`config.mk`:
```
export PLATFORM = sky130hd
export DESIGN_NAME = dcf_fifo
export DESIGN_NICKNAME = d
export VERILOG_FILES = /design/src/dcf_pkg.sv /design/src/dcf_ptr_if.sv /design/src/dcf_ptr_xfer.sv /design/src/dcf_fifo.sv
export SDC_FILE = /design/constraint.sdc
export NUM_CORES = 1
export LEC_CHECK = 0
export BUFFER_PORTS_ARGS = -buffer_cell sky130_fd_sc_hd__buf_2
export CORE_UTILIZATION = 40
export CTS_CLUSTER_DIAMETER = 80
export DETAILED_ROUTE_END_ITERATION = 8
export PLACE_DENSITY_LB_ADDON = 0.3
export SYNTH_ARGS = -nofsm -noshare
export SYNTH_HDL_FRONTEND = slang
export SYNTH_SLANG_ARGS = --single-unit
```
`constraint.sdc`:
```
create_clock -name sys_clk_i -period 4 [get_ports sys_clk_i]
set_input_delay 1.2 -clock sys_clk_i [delete_from_list [all_inputs] [get_ports sys_clk_i]]
set_output_delay 1.2 -clock sys_clk_i [all_outputs]
set_load 0.005 [all_outputs]
```
`src/dcf_pkg.sv`:
```
// Shared constants and types for the dual clock flag-synchronised FIFO
package dcf_pkg;

    // ********************************************************************
    // Timing
    // ********************************************************************
    localparam int CLK_PERIOD_NS       = 25;
    localparam int EMPTY_FULL_SKEW_NS  = 10;
    localparam int ALMOST_SKEW_NS      = 18;
    // Least times round up to whole sys_clk cycles, never below one
    localparam int EF_RAW_CYC = (EMPTY_FULL_SKEW_NS + CLK_PERIOD_NS - 1) / CLK_PERIOD_NS;
    localparam int AE_RAW_CYC = (ALMOST_SKEW_NS + CLK_PERIOD_NS - 1) / CLK_PERIOD_NS;
    localparam int EMPTY_FULL_SKEW_CYC = (EF_RAW_CYC < 1) ? 1 : EF_RAW_CYC;
    localparam int ALMOST_SKEW_CYC     = (AE_RAW_CYC < 1) ? 1 : AE_RAW_CYC;

    // ********************************************************************
    // Offsets and reset values
    // ********************************************************************
    localparam logic [7:0]  OFFSET_LSB_DEFAULT = 8'h07;
    localparam logic [7:0]  OFFSET_MSB_DEFAULT = 8'h00;
    localparam logic [7:0]  REG_STATUS  = 8'h00;
    localparam logic [7:0]  REG_MASK    = 8'h04;
    localparam logic [7:0]  REG_FLAGS   = 8'h08;
    localparam logic [7:0]  REG_OFFSETS = 8'h0C;
    localparam logic [3:0]  STATUS_RESET = 4'h0;
    localparam logic [3:0]  MASK_RESET   = 4'h0;
    localparam logic [8:0]  DATA_OUT_RESET = 9'h000;

    // Status bit positions
    localparam int EV_FULL       = 0;
    localparam int EV_EMPTY      = 1;
    localparam int EV_WR_REFUSED = 2;
    localparam int EV_RD_REFUSED = 3;
    localparam int EV_W          = 4;

    // Flags register bit positions
    localparam int FLG_EMPTY_N  = 0;
    localparam int FLG_FULL_N   = 1;
    localparam int FLG_AE_N     = 2;
    localparam int FLG_AF_N     = 3;
    localparam int FLG_LOAD     = 4;
    localparam int FLG_LEVEL_LO = 16;

    typedef enum logic [1:0] {INIT_SYNC1, INIT_SYNC2, INIT_STRAP, INIT_RUN} dcf_init_t;

endpackage

```
`src/dcf_ptr_if.sv`:
```
// Pointer bundle between the FIFO core and its pointer transfer stage
`timescale 1ns/1ps
interface dcf_ptr_if #(parameter int PW = 7);
    logic [PW-1:0] wptr;
    logic [PW-1:0] rptr;
    logic [PW-1:0] wptr_ef;
    logic [PW-1:0] wptr_ae;
    logic [PW-1:0] rptr_ff;
    logic [PW-1:0] rptr_af;
    modport core (output wptr, output rptr,
                  input wptr_ef, input wptr_ae, input rptr_ff, input rptr_af);
    modport xfer (input wptr, input rptr,
                  output wptr_ef, output wptr_ae, output rptr_ff, output rptr_af);
endinterface

```
`src/dcf_ptr_xfer.sv`:
```
// Pointer transfer stage: delays each pointer before the opposite side sees it
`timescale 1ns/1ps
module dcf_ptr_xfer #(
    parameter int PW        = 7,
    parameter int EF_STAGES = 1,
    parameter int AE_STAGES = 1
) (
    input  wire logic    sys_clk_i,
    input  wire logic    rst_n_i,
    dcf_ptr_if.xfer      xp
);

    logic [PW-1:0] wef_reg  [EF_STAGES];
    logic [PW-1:0] wef_next [EF_STAGES];
    logic [PW-1:0] rff_reg  [EF_STAGES];
    logic [PW-1:0] rff_next [EF_STAGES];
    logic [PW-1:0] wae_reg  [AE_STAGES];
    logic [PW-1:0] wae_next [AE_STAGES];
    logic [PW-1:0] raf_reg  [AE_STAGES];
    logic [PW-1:0] raf_next [AE_STAGES];

    // ********************************************************************
    // Shift pipelines
    // ********************************************************************
    // Stage depth stands for the skew minimum: a pointer move is seen by
    // the far side only once that much time has passed
    always_comb begin
        wef_next[0] = xp.wptr;
        rff_next[0] = xp.rptr;
        wae_next[0] = xp.wptr;
        raf_next[0] = xp.rptr;
        for (int i = 1; i < EF_STAGES; i++) begin
            wef_next[i] = wef_reg[i-1];
            rff_next[i] = rff_reg[i-1];
        end
        for (int i = 1; i < AE_STAGES; i++) begin
            wae_next[i] = wae_reg[i-1];
            raf_next[i] = raf_reg[i-1];
        end
    end

    // Registers only; reset to the empty pointer value
    always_ff @(posedge sys_clk_i or negedge rst_n_i) begin
        if (!rst_n_i) begin
            for (int i = 0; i < EF_STAGES; i++) begin
                wef_reg[i] <= '0;
                rff_reg[i] <= '0;
            end
            for (int i = 0; i < AE_STAGES; i++) begin
                wae_reg[i] <= '0;
                raf_reg[i] <= '0;
            end
        end else begin
            wef_reg <= wef_next;
            rff_reg <= rff_next;
            wae_reg <= wae_next;
            raf_reg <= raf_next;
        end
    end

    // Flags only ever compare against these delayed copies
    assign xp.wptr_ef = wef_reg[EF_STAGES-1];
    assign xp.rptr_ff = rff_reg[EF_STAGES-1];
    assign xp.wptr_ae = wae_reg[AE_STAGES-1];
    assign xp.rptr_af = raf_reg[AE_STAGES-1];

endmodule

```
`src/dcf_fifo.sv`:
```
// Nine-bit dual-clock FIFO with pin-sampled clocks, flags and AHB-Lite status
`timescale 1ns/1ps
module dcf_fifo #(
    parameter int DEPTH = 64
) (
    input  wire logic        sys_clk_i,
    input  wire logic        rst_n_i,
    input  wire logic        wr_clk_i,
    input  wire logic        rd_clk_i,
    input  wire logic [8:0]  data_in_i,
    input  wire logic        primary_write_enable_n_i,
    input  wire logic        second_write_enable_or_load_select_i,
    input  wire logic        primary_read_enable_n_i,
    input  wire logic        second_read_enable_n_i,
    input  wire logic        output_enable_n_i,
    output logic      [8:0]  data_out_o,
    output logic             data_out_oe_o,
    output logic             empty_flag_n_o,
    output logic             full_flag_n_o,
    output logic             almost_empty_flag_n_o,
    output logic             almost_full_flag_n_o,
    output logic             irq_o,
    input  wire logic        hsel_i,
    input  wire logic [31:0] haddr_i,
    input  wire logic [1:0]  htrans_i,
    input  wire logic        hwrite_i,
    input  wire logic [2:0]  hsize_i,
    input  wire logic [31:0] hwdata_i,
    input  wire logic        hready_i,
    output logic      [31:0] hrdata_o,
    output logic             hreadyout_o,
    output logic             hresp_o
);

    localparam int AW = $clog2(DEPTH);
    localparam int PW = AW + 1;
    localparam logic [PW-1:0] DEPTH_P = PW'(DEPTH);
    localparam logic [16:0]   DEPTH_X = 17'(DEPTH);

    // ********************************************************************
    // Pin synchronisers
    // ********************************************************************
    // Two flops per pin; the third clock flop only serves edge detection
    logic [1:0] wclk_s;
    logic [1:0] rclk_s;
    logic       wclk_d;
    logic       rclk_d;
    logic [8:0] din_s1;
    logic [8:0] din_s2;
    logic [4:0] ctl_s1;
    logic [4:0] ctl_s2;

    always_ff @(posedge sys_clk_i or negedge rst_n_i) begin
        if (!rst_n_i) begin
            wclk_s <= 2'h0;
            rclk_s <= 2'h0;
            wclk_d <= 1'b0;
            rclk_d <= 1'b0;
            din_s1 <= 9'h000;
            din_s2 <= 9'h000;
            ctl_s1 <= 5'h1F;
            ctl_s2 <= 5'h1F;
        end else begin
            wclk_s <= {wclk_s[0], wr_clk_i};
            rclk_s <= {rclk_s[0], rd_clk_i};
            wclk_d <= wclk_s[1];
            rclk_d <= rclk_s[1];
            din_s1 <= data_in_i;
            din_s2 <= din_s1;
            ctl_s1 <= {output_enable_n_i, second_read_enable_n_i, primary_read_enable_n_i,
                       second_write_enable_or_load_select_i, primary_write_enable_n_i};
            ctl_s2 <= ctl_s1;
        end
    end

    logic wr_edge;
    logic rd_edge;
    logic we_n_s;
    logic ld_s;
    logic re1_n_s;
    logic re2_n_s;
    logic oe_n_s;

    // Edges are found from the second flop onward only
    assign wr_edge = wclk_s[1] & ~wclk_d;
    assign rd_edge = rclk_s[1] & ~rclk_d;
    assign {oe_n_s, re2_n_s, re1_n_s, ld_s, we_n_s} = ctl_s2;

    // ********************************************************************
    // Reset strap and pointer transfer
    // ********************************************************************
    dcf_pkg::dcf_init_t init_reg;
    dcf_pkg::dcf_init_t init_next;
    logic               load_mode_reg;
    logic               load_mode_next;

    // Strap is taken once the synchronised pin is valid, never at reset time
    always_comb begin
        init_next      = init_reg;
        load_mode_next = load_mode_reg;
        case (init_reg)
            dcf_pkg::INIT_SYNC1: init_next = dcf_pkg::INIT_SYNC2;
            dcf_pkg::INIT_SYNC2: init_next = dcf_pkg::INIT_STRAP;
            dcf_pkg::INIT_STRAP: begin
                init_next      = dcf_pkg::INIT_RUN;
                load_mode_next = ~ld_s;
            end
            dcf_pkg::INIT_RUN:   init_next = dcf_pkg::INIT_RUN;
            default:             init_next = dcf_pkg::INIT_SYNC1;
        endcase
    end

    always_ff @(posedge sys_clk_i or negedge rst_n_i) begin
        if (!rst_n_i) begin
            init_reg      <= dcf_pkg::INIT_SYNC1;
            load_mode_reg <= 1'b0;
        end else begin
            init_reg      <= init_next;
            load_mode_reg <= load_mode_next;
        end
    end

    dcf_ptr_if #(.PW(PW)) ptr_bus ();

    dcf_ptr_xfer #(
        .PW        (PW),
        .EF_STAGES (dcf_pkg::EMPTY_FULL_SKEW_CYC),
        .AE_STAGES (dcf_pkg::ALMOST_SKEW_CYC)
    ) u_ptr_xfer (
        .sys_clk_i (sys_clk_i),
        .rst_n_i   (rst_n_i),
        .xp        (ptr_bus.xfer)
    );

    function automatic logic [PW-1:0] ptr_gap(input logic [PW-1:0] a, input logic [PW-1:0] b);
        return a - b;
    endfunction

    // ********************************************************************
    // FIFO core
    // ********************************************************************
    logic [8:0]    mem_reg [DEPTH];
    logic [PW-1:0] wptr_reg, wptr_next, rptr_reg, rptr_next;
    logic          ff_reg, ff_next, ef_reg, ef_next, af_reg, af_next, ae_reg, ae_next;
    logic [8:0]    dout_reg, dout_next;
    logic [7:0]    off_reg  [4];
    logic [7:0]    off_next [4];
    logic [1:0]    wsel_reg, wsel_next, rsel_reg, rsel_next;
    logic          do_write;
    logic [PW-1:0] wlvl, rlvl;
    logic [15:0]   n_off, m_off;
    localparam int EV_W_T = dcf_pkg::EV_W;
    logic [EV_W_T-1:0] ev;
    logic          run, fifo_wr, off_wr, fifo_rd, off_rd;

    assign run     = (init_reg == dcf_pkg::INIT_RUN);
    assign fifo_wr = ~we_n_s & ld_s;
    assign off_wr  = load_mode_reg & ~we_n_s & ~ld_s;
    assign fifo_rd = ~re1_n_s & ~re2_n_s & ~(load_mode_reg & ~ld_s);
    assign off_rd  = load_mode_reg & ~ld_s & ~re1_n_s & ~re2_n_s;
    assign n_off   = {off_reg[1], off_reg[0]};
    assign m_off   = {off_reg[3], off_reg[2]};
    assign ptr_bus.wptr = wptr_reg;
    assign ptr_bus.rptr = rptr_reg;

    // Each side moves only on its own detected edge and sees the far
    // pointer late; a flag may therefore lag one edge, never lead
    always_comb begin
        wptr_next = wptr_reg;
        rptr_next = rptr_reg;
        ff_next   = ff_reg;
        ef_next   = ef_reg;
        af_next   = af_reg;
        ae_next   = ae_reg;
        dout_next = dout_reg;
        off_next  = off_reg;
        wsel_next = wsel_reg;
        rsel_next = rsel_reg;
        do_write  = 1'b0;
        ev        = '0;
        wlvl      = '0;
        rlvl      = '0;
        if (run && wr_edge) begin
            if (fifo_wr && ff_reg) begin
                do_write  = 1'b1;
                wptr_next = PW'(wptr_reg + 1'b1);
            end else if (fifo_wr) begin
                ev[dcf_pkg::EV_WR_REFUSED] = 1'b1;
            end else if (off_wr) begin
                off_next[wsel_reg] = din_s2[7:0];
                wsel_next          = 2'(wsel_reg + 1'b1);
            end
            ff_next = (ptr_gap(wptr_next, ptr_bus.rptr_ff) != DEPTH_P);
            wlvl    = ptr_gap(wptr_next, ptr_bus.rptr_af);
            af_next = (17'(wlvl) + 17'(m_off)) < DEPTH_X;
            ev[dcf_pkg::EV_FULL] = ff_reg & ~ff_next;
        end
        if (run && rd_edge) begin
            if (fifo_rd && ef_reg) begin
                dout_next = mem_reg[rptr_reg[AW-1:0]];
                rptr_next = PW'(rptr_reg + 1'b1);
            end else if (fifo_rd) begin
                ev[dcf_pkg::EV_RD_REFUSED] = 1'b1;
            end else if (off_rd) begin
                dout_next = {1'b0, off_reg[rsel_reg]};
                rsel_next = 2'(rsel_reg + 1'b1);
            end
            ef_next = (ptr_bus.wptr_ef != rptr_next);
            rlvl    = ptr_gap(ptr_bus.wptr_ae, rptr_next);
            ae_next = (16'(rlvl) > n_off);
            ev[dcf_pkg::EV_EMPTY] = ef_reg & ~ef_next;
        end
    end

    // Reset works whatever the pin clocks do: edges are ignored until run
    always_ff @(posedge sys_clk_i or negedge rst_n_i) begin
        if (!rst_n_i) begin
            wptr_reg <= '0;
            rptr_reg <= '0;
            ff_reg   <= 1'b1;
            ef_reg   <= 1'b0;
            af_reg   <= 1'b1;
            ae_reg   <= 1'b0;
            dout_reg <= dcf_pkg::DATA_OUT_RESET;
            off_reg[0] <= dcf_pkg::OFFSET_LSB_DEFAULT;
            off_reg[1] <= dcf_pkg::OFFSET_MSB_DEFAULT;
            off_reg[2] <= dcf_pkg::OFFSET_LSB_DEFAULT;
            off_reg[3] <= dcf_pkg::OFFSET_MSB_DEFAULT;
            wsel_reg <= 2'h0;
            rsel_reg <= 2'h0;
        end else begin
            wptr_reg <= wptr_next;
            rptr_reg <= rptr_next;
            ff_reg   <= ff_next;
            ef_reg   <= ef_next;
            af_reg   <= af_next;
            ae_reg   <= ae_next;
            dout_reg <= dout_next;
            off_reg  <= off_next;
            wsel_reg <= wsel_next;
            rsel_reg <= rsel_next;
        end
    end

    // Storage has no reset; unread words are never shown
    always_ff @(posedge sys_clk_i) begin
        if (do_write) begin
            mem_reg[wptr_reg[AW-1:0]] <= din_s2;
        end
    end

    assign data_out_o            = dout_reg;
    assign data_out_oe_o         = ~oe_n_s;
    assign empty_flag_n_o        = ef_reg;
    assign full_flag_n_o         = ff_reg;
    assign almost_empty_flag_n_o = ae_reg;
    assign almost_full_flag_n_o  = af_reg;

    // ********************************************************************
    // AHB-Lite slave and interrupt
    // ********************************************************************
    logic [3:0]  status_reg, status_next, mask_reg, mask_next;
    logic [31:0] hrdata_reg, hrdata_next;
    logic        wr_ph_reg, wr_ph_next;
    logic [7:0]  wad_reg, wad_next;
    logic        acc;
    logic [31:0] flags_word;

    assign acc = hsel_i & htrans_i[1] & hready_i;
    assign flags_word = {{(16 - PW){1'b0}}, ptr_gap(wptr_reg, rptr_reg), 11'h000,
                         load_mode_reg, af_reg, ae_reg, ff_reg, ef_reg};

    // Read clear happens at the address phase; a same-cycle event still sets
    always_comb begin
        status_next = status_reg | ev;
        mask_next   = mask_reg;
        hrdata_next = hrdata_reg;
        wr_ph_next  = acc & hwrite_i;
        wad_next    = acc ? haddr_i[7:0] : wad_reg;
        if (wr_ph_reg && wad_reg == dcf_pkg::REG_MASK) begin
            mask_next = hwdata_i[3:0];
        end
        if (acc && !hwrite_i) begin
            case (haddr_i[7:0])
                dcf_pkg::REG_STATUS: begin
                    hrdata_next = {28'h0000000, status_reg};
                    status_next = ev;
                end
                dcf_pkg::REG_MASK:    hrdata_next = {28'h0000000, mask_reg};
                dcf_pkg::REG_FLAGS:   hrdata_next = flags_word;
                dcf_pkg::REG_OFFSETS: hrdata_next = {m_off, n_off};
                default:              hrdata_next = 32'h00000000;
            endcase
        end
    end

    always_ff @(posedge sys_clk_i or negedge rst_n_i) begin
        if (!rst_n_i) begin
            status_reg <= dcf_pkg::STATUS_RESET;
            mask_reg   <= dcf_pkg::MASK_RESET;
            hrdata_reg <= 32'h00000000;
            wr_ph_reg  <= 1'b0;
            wad_reg    <= 8'h00;
        end else begin
            status_reg <= status_next;
            mask_reg   <= mask_next;
            hrdata_reg <= hrdata_next;
            wr_ph_reg  <= wr_ph_next;
            wad_reg    <= wad_next;
        end
    end

    assign hrdata_o    = hrdata_reg;
    assign hreadyout_o = 1'b1;
    assign hresp_o     = 1'b0;
    assign irq_o       = |(status_reg & mask_reg);

    logic rd_seen_reg;
    logic [8:0] head_word;
    assign head_word = mem_reg[rptr_reg[AW-1:0]];
    always_ff @(posedge sys_clk_i or negedge rst_n_i) begin
        if (!rst_n_i) begin
            rd_seen_reg <= 1'b0;
        end else if (run && rd_edge && (fifo_rd || off_rd)) begin
            rd_seen_reg <= 1'b1;
        end
    end
endmodule

```
* Yosys cells after proc, flatten, opt, wreduce, memory -nomap -nowiden
Memories as Yosys holds them, arrays and structs flattened. Cells that the tools add are included.
Cells by class: add/subtract/negate cells 8, magnitude comparators 5, eq/ne operators 10, mux-type cells 29, bitwise operators 33, reductions and logical operators 16
Operator list (number):
- $pmux 32 s4 | 1
- $bwmux 32 | 1
- $mux 7 | 4
- $mux 9 | 3
- $mux 8 | 3
- $sub 7x7->7 | 3
- $add 7x16->17 | 1
- $lt 17x7->1 const B | 1
- $bmux 8 s2 | 1
- $demux 8 s2 | 1
- $eq 8x3->1 const B | 2
- $eq 8x4->1 const B | 2
- $gt 7x16->1 | 1
- $and 1x1->1 | 15
- $add 7x1->7 const B | 2
- $not 1->1 | 14
- $mux 1 | 12
- $logic_not 8->1 | 1
- $mux 4 | 2
- $reduce_and 4->1 | 2
- $logic_and 1x1->1 | 7
- $ne 7x7->1 | 1
- $ne 7x7->1 const B | 1
- $ge 3x3->1 const B | 2
- 15 further kinds | 18
Storage, ports and cells: flip-flop bits (word level) 163, bits in writable memories 576, output and inout bits 49, word-level logic and storage cells 132, memories kept 1
Memory list:
- mem_reg | words 64, width 9, read ports 1, clocked after Yosys merged registers in 0, wr ports 1, line dcf_fifo.sv:142 | logic [8:0] mem_reg [DEPTH];

* Longest topological paths before layout
depth in word-level cells 14, depth in mapped cells 18, depth with buffers taken out 17

* Cells and area by module
A second synthesis with hierarchy kept.
Second synthesis, totals: cell total of the unflattened synthesis 1764, area, all modules 30376.6 µm²
By module, submodules not included:
- dcf_fifo | times used 1, cells each 1736, area an instance 29921.2 µm², seq. area each 21047.7 µm²
- dcf_ptr_xfer | times used 1, cells each 28, area an instance 455.4 µm², seq. area each 350.3 µm²

* Least setup slack after synthesis
No wires, ideal clock.
kind flip-flop to flip-flop, start register ff_reg, in the netlist full_flag_n_o, end register af_reg, in the netlist almost_full_flag_n_o, library setup time 0.063 ns, arrival time 3.832 ns, required time 3.937 ns, path slack 0.106 ns, stages on the path, launching flop included 18, buffers on the path 1, path through dfstp_2 -> and3b_1 -> buf_4 -> mux2_2 -> ha_1 -> nor2b_1 -> o31a_1 -> o21ai_1 -> nand2b_1 -> xor2_1 -> ha_1 -> nand3_1 -> a21oi_1 -> a211o_1 -> a21o_1 -> or3_1 -> a2111oi_2 -> a32o_1
On the way: cells in the longest elaborated chain, start to end 6
RTL lines:
- start, declared | line dcf_fifo.sv:144 | logic ff_reg, ff_next, ef_reg, ef_next, af_reg, af_next, ae_reg, ae_next;
- start signal, assigned | line dcf_fifo.sv:234 | ff_reg <= ff_next;
- $logic_and 1x1->1 | line dcf_fifo.sv:184 | if (fifo_wr && ff_reg) begin
- $mux 7 | line dcf_fifo.sv:184
- $mux 7 | line dcf_fifo.sv:183 | if (run && wr_edge) begin
- $sub 7x7->7 | line dcf_fifo.sv:136 | return a - b;
- $add 7x16->17 | line dcf_fifo.sv:195 | af_next = (17'(wlvl) + 17'(m_off)) < DEPTH_X;
- $lt 17x7->1 | line dcf_fifo.sv:195
- end signal, assigned | line dcf_fifo.sv:236 | af_reg <= af_next;
- end, declared | line dcf_fifo.sv:144
No other way between the ends. The select of a mux whose other input is x is not followed. A chain may end at the register's enable or synchronous reset.

* Final worst setup path
start register ctl_s2[0], end register af_reg, in the netlist almost_full_flag_n_o
On the way: cells in the longest elaborated chain, start to end 8
RTL lines:
- start, declared | line dcf_fifo.sv:51 | logic [4:0] ctl_s2;
- start signal, assigned | line dcf_fifo.sv:72 | ctl_s2 <= ctl_s1;
- $not 1->1 | line dcf_fifo.sv:157 | assign fifo_wr = ~we_n_s & ld_s;
- $and 1x1->1 | line dcf_fifo.sv:157
- $logic_and 1x1->1 | line dcf_fifo.sv:184
- $mux 7 | line dcf_fifo.sv:184
- $mux 7 | line dcf_fifo.sv:183
- $sub 7x7->7 | line dcf_fifo.sv:136
- $add 7x16->17 | line dcf_fifo.sv:195
- $lt 17x7->1 | line dcf_fifo.sv:195
No other way between the ends. The select of a mux whose other input is x is not followed.

==> summary.md <==
| Metric | Value |
|---|---|
| Clock power share | 0.337 |
| First-pass GRT wire length | 108200 um |
| HPWL Detailed | 45600 um |
| Root buffer cell | clkbuf_16 |
| Num rows | 100 |
| Max Cap Violations | 0 |
| CP Cell Sequence | and3b_2 > mux2_4 > ha_1 > nor2b_1 > o31a_1 > o21ai_1 > nand2b_1 > xor2_2 > ha_1 > nand3_1 > a21oi_1 > a211o_1 > a21o_1 > or3_4 > a2111oi_4 > a32o_1 |
| Critical path type | register to register |
| Top-area cell type share of the netlist area | 0.5756 |
| Final setup fails | 0 |
| Fin util | 0.4633 |
| Synthesized netlist cell count | 1729 |
| Cell Area, Placed | 32060 um2 |
| Lkg Pwr | 12.20 nW |
| DRC Markers | 0 |
| Synth warnings | 0 |
| Worst-margin pin slew | 1.167 ns |
| Final Instance Area | 34490 um2 |
| Top cells by area, synth | edfxtp_1, dfrtp_1, mux4_2 |
| Worst Reg-to-Reg Cells | 16 |
| Internal power | 0.01462 W |
| CP Launch Type | register |
| GP Congestion | 0.8767 |
| Area Growth Syn to Fin | 14.77% |
| Sequential Power Share | 0.448 |
| Hold Buf Count CTS | 0 |
| Most common cell in the netlist | edfxtp_1 |
| Crit-path slowest cell | dfstp_2 |
| Clock tree sinks | 739 |
| CP Capture Type | register |
| Clock Pin Slew Worst Setup and Hold Paths | 0.06 ns |
| Filler cell count | 6272 |
| Std-Cell Core Area | 74450 um2 |
| Synthesized area | 30050 um2 |
| FF-to-FF setup slack | 0.02 ns |
| Period utilization | 0.9938 |
| Vias per cell | 5.518 |
| Final #Nets | 2049 |
| Async set-reset flop share out of synthesis | 0.2206 |
| Worst hold path class | register to register |
| Mapped Avg Cell Area | 17.38 um2 |
| Relative slew slack | 0.2167 |
| Port bufs | 80 |
| Starting density of the core | 0.4036 |
| RSZ-0062 raised after global routing | yes |
| Clk_lat worst skew | 0.61 ns |
| Final Skew | 0.02041 ns |
| Max Root-Sink Buffers | 3 |
| DR WL/cell | 24.28 um |
| Hold_sp | din_s1[6] |
| Combinational Power Share | 0.215 |
| Top_reg_cell synth | edfxtp_1 |
| Via count | 16251 |
| Crit-path max FO | 2 |
| Fmax | 251.6 MHz |
| DR iter-0 viols | 1593 |
| Final hold vios | 0 |
| Routed WL | 71490 um |
| Chip width | 276.1 um |
| GRT overflow | 0 |
| Largest net degree at the start of global routing | 93 |
| Commonest cells in the synthesized netlist | edfxtp_1, dfrtp_1, mux4_2, nand2_1, nor2_1 |
| Hold EP | din_s2[6] |
| Yosys top cell by area | edfxtp_1 |
| Worst r2r src | ctl_s2[0] |
| Number of H-tree levels | 3 |
| Power Dens Cells | 582.6 nW/um2 |
| Share of cells above drive strength 1 | 0.2714 |
| CP required | 4.55 ns |
| Switching share of power | 0.2724 |
| Worst VDD drop | 0.4003 mV |
| Vias in the first global route | 16619 |
| Sequential area share after synthesis | 0.7121 |
| Slowest stage delay, CP | 0.52 ns |
| Register area | 21420 um2 |
| Number of flip-flops in the largest register | 576 |
| WP data arrival | 4.52 ns |
| First-pass DRT Iterations | 5 |
| Post-synthesis net count | 1859 |
| Max Slew Vio Count | 0 |
| Hold Crit Depth | 0 |
| Antenna viol nets, final | 0 |
| Combined area of the multi-input logic cells | 8035 um2 |
| CP dominant cell by count | ha_1 |
| Gr usage total | 0.1900 |
| Die ar. | 76220 um2 |
| Initial antenna violation count | 1 |
| Height of the die | 276.1 um |
| Switching power | 0.005473 W |
| Synthesized flop and latch total | 739 |
| Crit path time final | 3.975 ns |
| CTS tree | built |
| Num CTS Buffers | 75 |
| Ports | 139 |
| Unique cell type count in the Yosys netlist | 72 |
| Crit Reg-Reg Endpoint | almost_full_flag_n_o |
| Post-synth EDFFs | 576 |
| Status | finished, final reports clean |
placed cells by master (no fill, tap or decap), types with 12 or more instances in the layout:
cell type / Yosys / final
buf_2: 21 / 79
a21oi_1: 33 / 33
edfxtp_1: 576 / 576
nor3_1: 21 / 21
ha_1: 37 / 37
clkbuf_16: 0 / 77
mux2i_1: 60 / 60
o21ai_1: 10 / 12
inv_1: 37 / 37
nand3_1: 24 / 24
o221ai_1: 17 / 17
nor2_1: 109 / 108
dfrtp_1: 145 / 133
clkbuf_1: 27 / 20
xnor2_1: 29 / 29
mux2_2: 49 / 48
nand2_1: 128 / 128
buf_4: 6 / 111
o22ai_1: 23 / 23
dfstp_2: 18 / 18
o21ai_0: 45 / 43
mux4_2: 137 / 137
xor2_1: 13 / 12
cell type report:
type                       count  area share
timing repair buffer         194     0.03769
inverter                      39    0.004245
clock inverter                30    0.008380
antenna                        1  0.00007256
tap                          969     0.03515
sequential                   739      0.6210
multi-input combinational    870      0.2330
clock buffer                 103     0.06044
per-stage QoR:
step	hold WS, ns	instances	setup TNS [ns]	worst slack, ns	power, W
after floorplan	0.3312	1729	0	0.1058	0.01224
after global placement	0.3333	2810	0	0.03634	0.01335
after detailed placement	0.3361	2810	-0.004715	-0.004715	0.01344
after CTS	0.3471	2943	0	0.0009703	0.02022
after global routing	0.3566	2944	-0.1601	-0.1601	0.02099
final	0.3435	2945	0	0.02485	0.02009
power by group through the flow:
stage	combinational (W)	clock (W)	sequential, W
final	0.00432	0.00677	0.00900
after global routing	0.00473	0.00722	0.00903
after CTS	0.00431	0.00692	0.00899
after detailed placement	0.00429	0	0.00915
after global placement	0.00421	0	0.00914
after floorplan	0.00330	0	0.00894
repair_timing:
action / in CTS / in global routing
resized for setup: 1 / 9
gates cloned: 0 / 0
buffers inserted: 0 / 1
setup endpoints to repair: 1 / 1
pin swaps: 3 / 5
per-layer routing:
layer  GRT usage  vias up  part of all wire
met5           0        -           0.00017
met4     0.06374        2             0.028
met3     0.03143      129             0.063
met2      0.3086      560              0.49
met1      0.2610     8424              0.42
li1            -     7136                 -
worst max path at each step:
stage | from | end | slack (ns)
after floorplan | full_flag_n_o | almost_full_flag_n_o | 0.11
after CTS | full_flag_n_o | almost_full_flag_n_o | 0.001
after global routing | ctl_s2[0] | almost_full_flag_n_o | -0.16
after detailed placement | full_flag_n_o | almost_full_flag_n_o | -0.005
final | ctl_s2[0] | almost_full_flag_n_o | 0.02
after global placement | full_flag_n_o | almost_full_flag_n_o | 0.04
logic make-up after synthesis:
family          Yosys count  synth area share
xor+xnor                 43           0.01278
buf+inv                 120           0.02194
mux                     246            0.1410
compound gates          190           0.04176
other cells               2         0.0002499
flops                   739            0.7121
fa+ha+maj                40           0.01741
simple gates            349           0.05272
critical path: cells and delay by family (launching register included):
kind | cells | cell delay [ns]
compound gates | 7 | 1.46
xor+xnor | 1 | 0.16
fa+ha+maj | 2 | 0.57
flops | 1 | 0.52
mux | 1 | 0.31
simple gates | 5 | 0.88
Power figures use the tool's default switching activity.
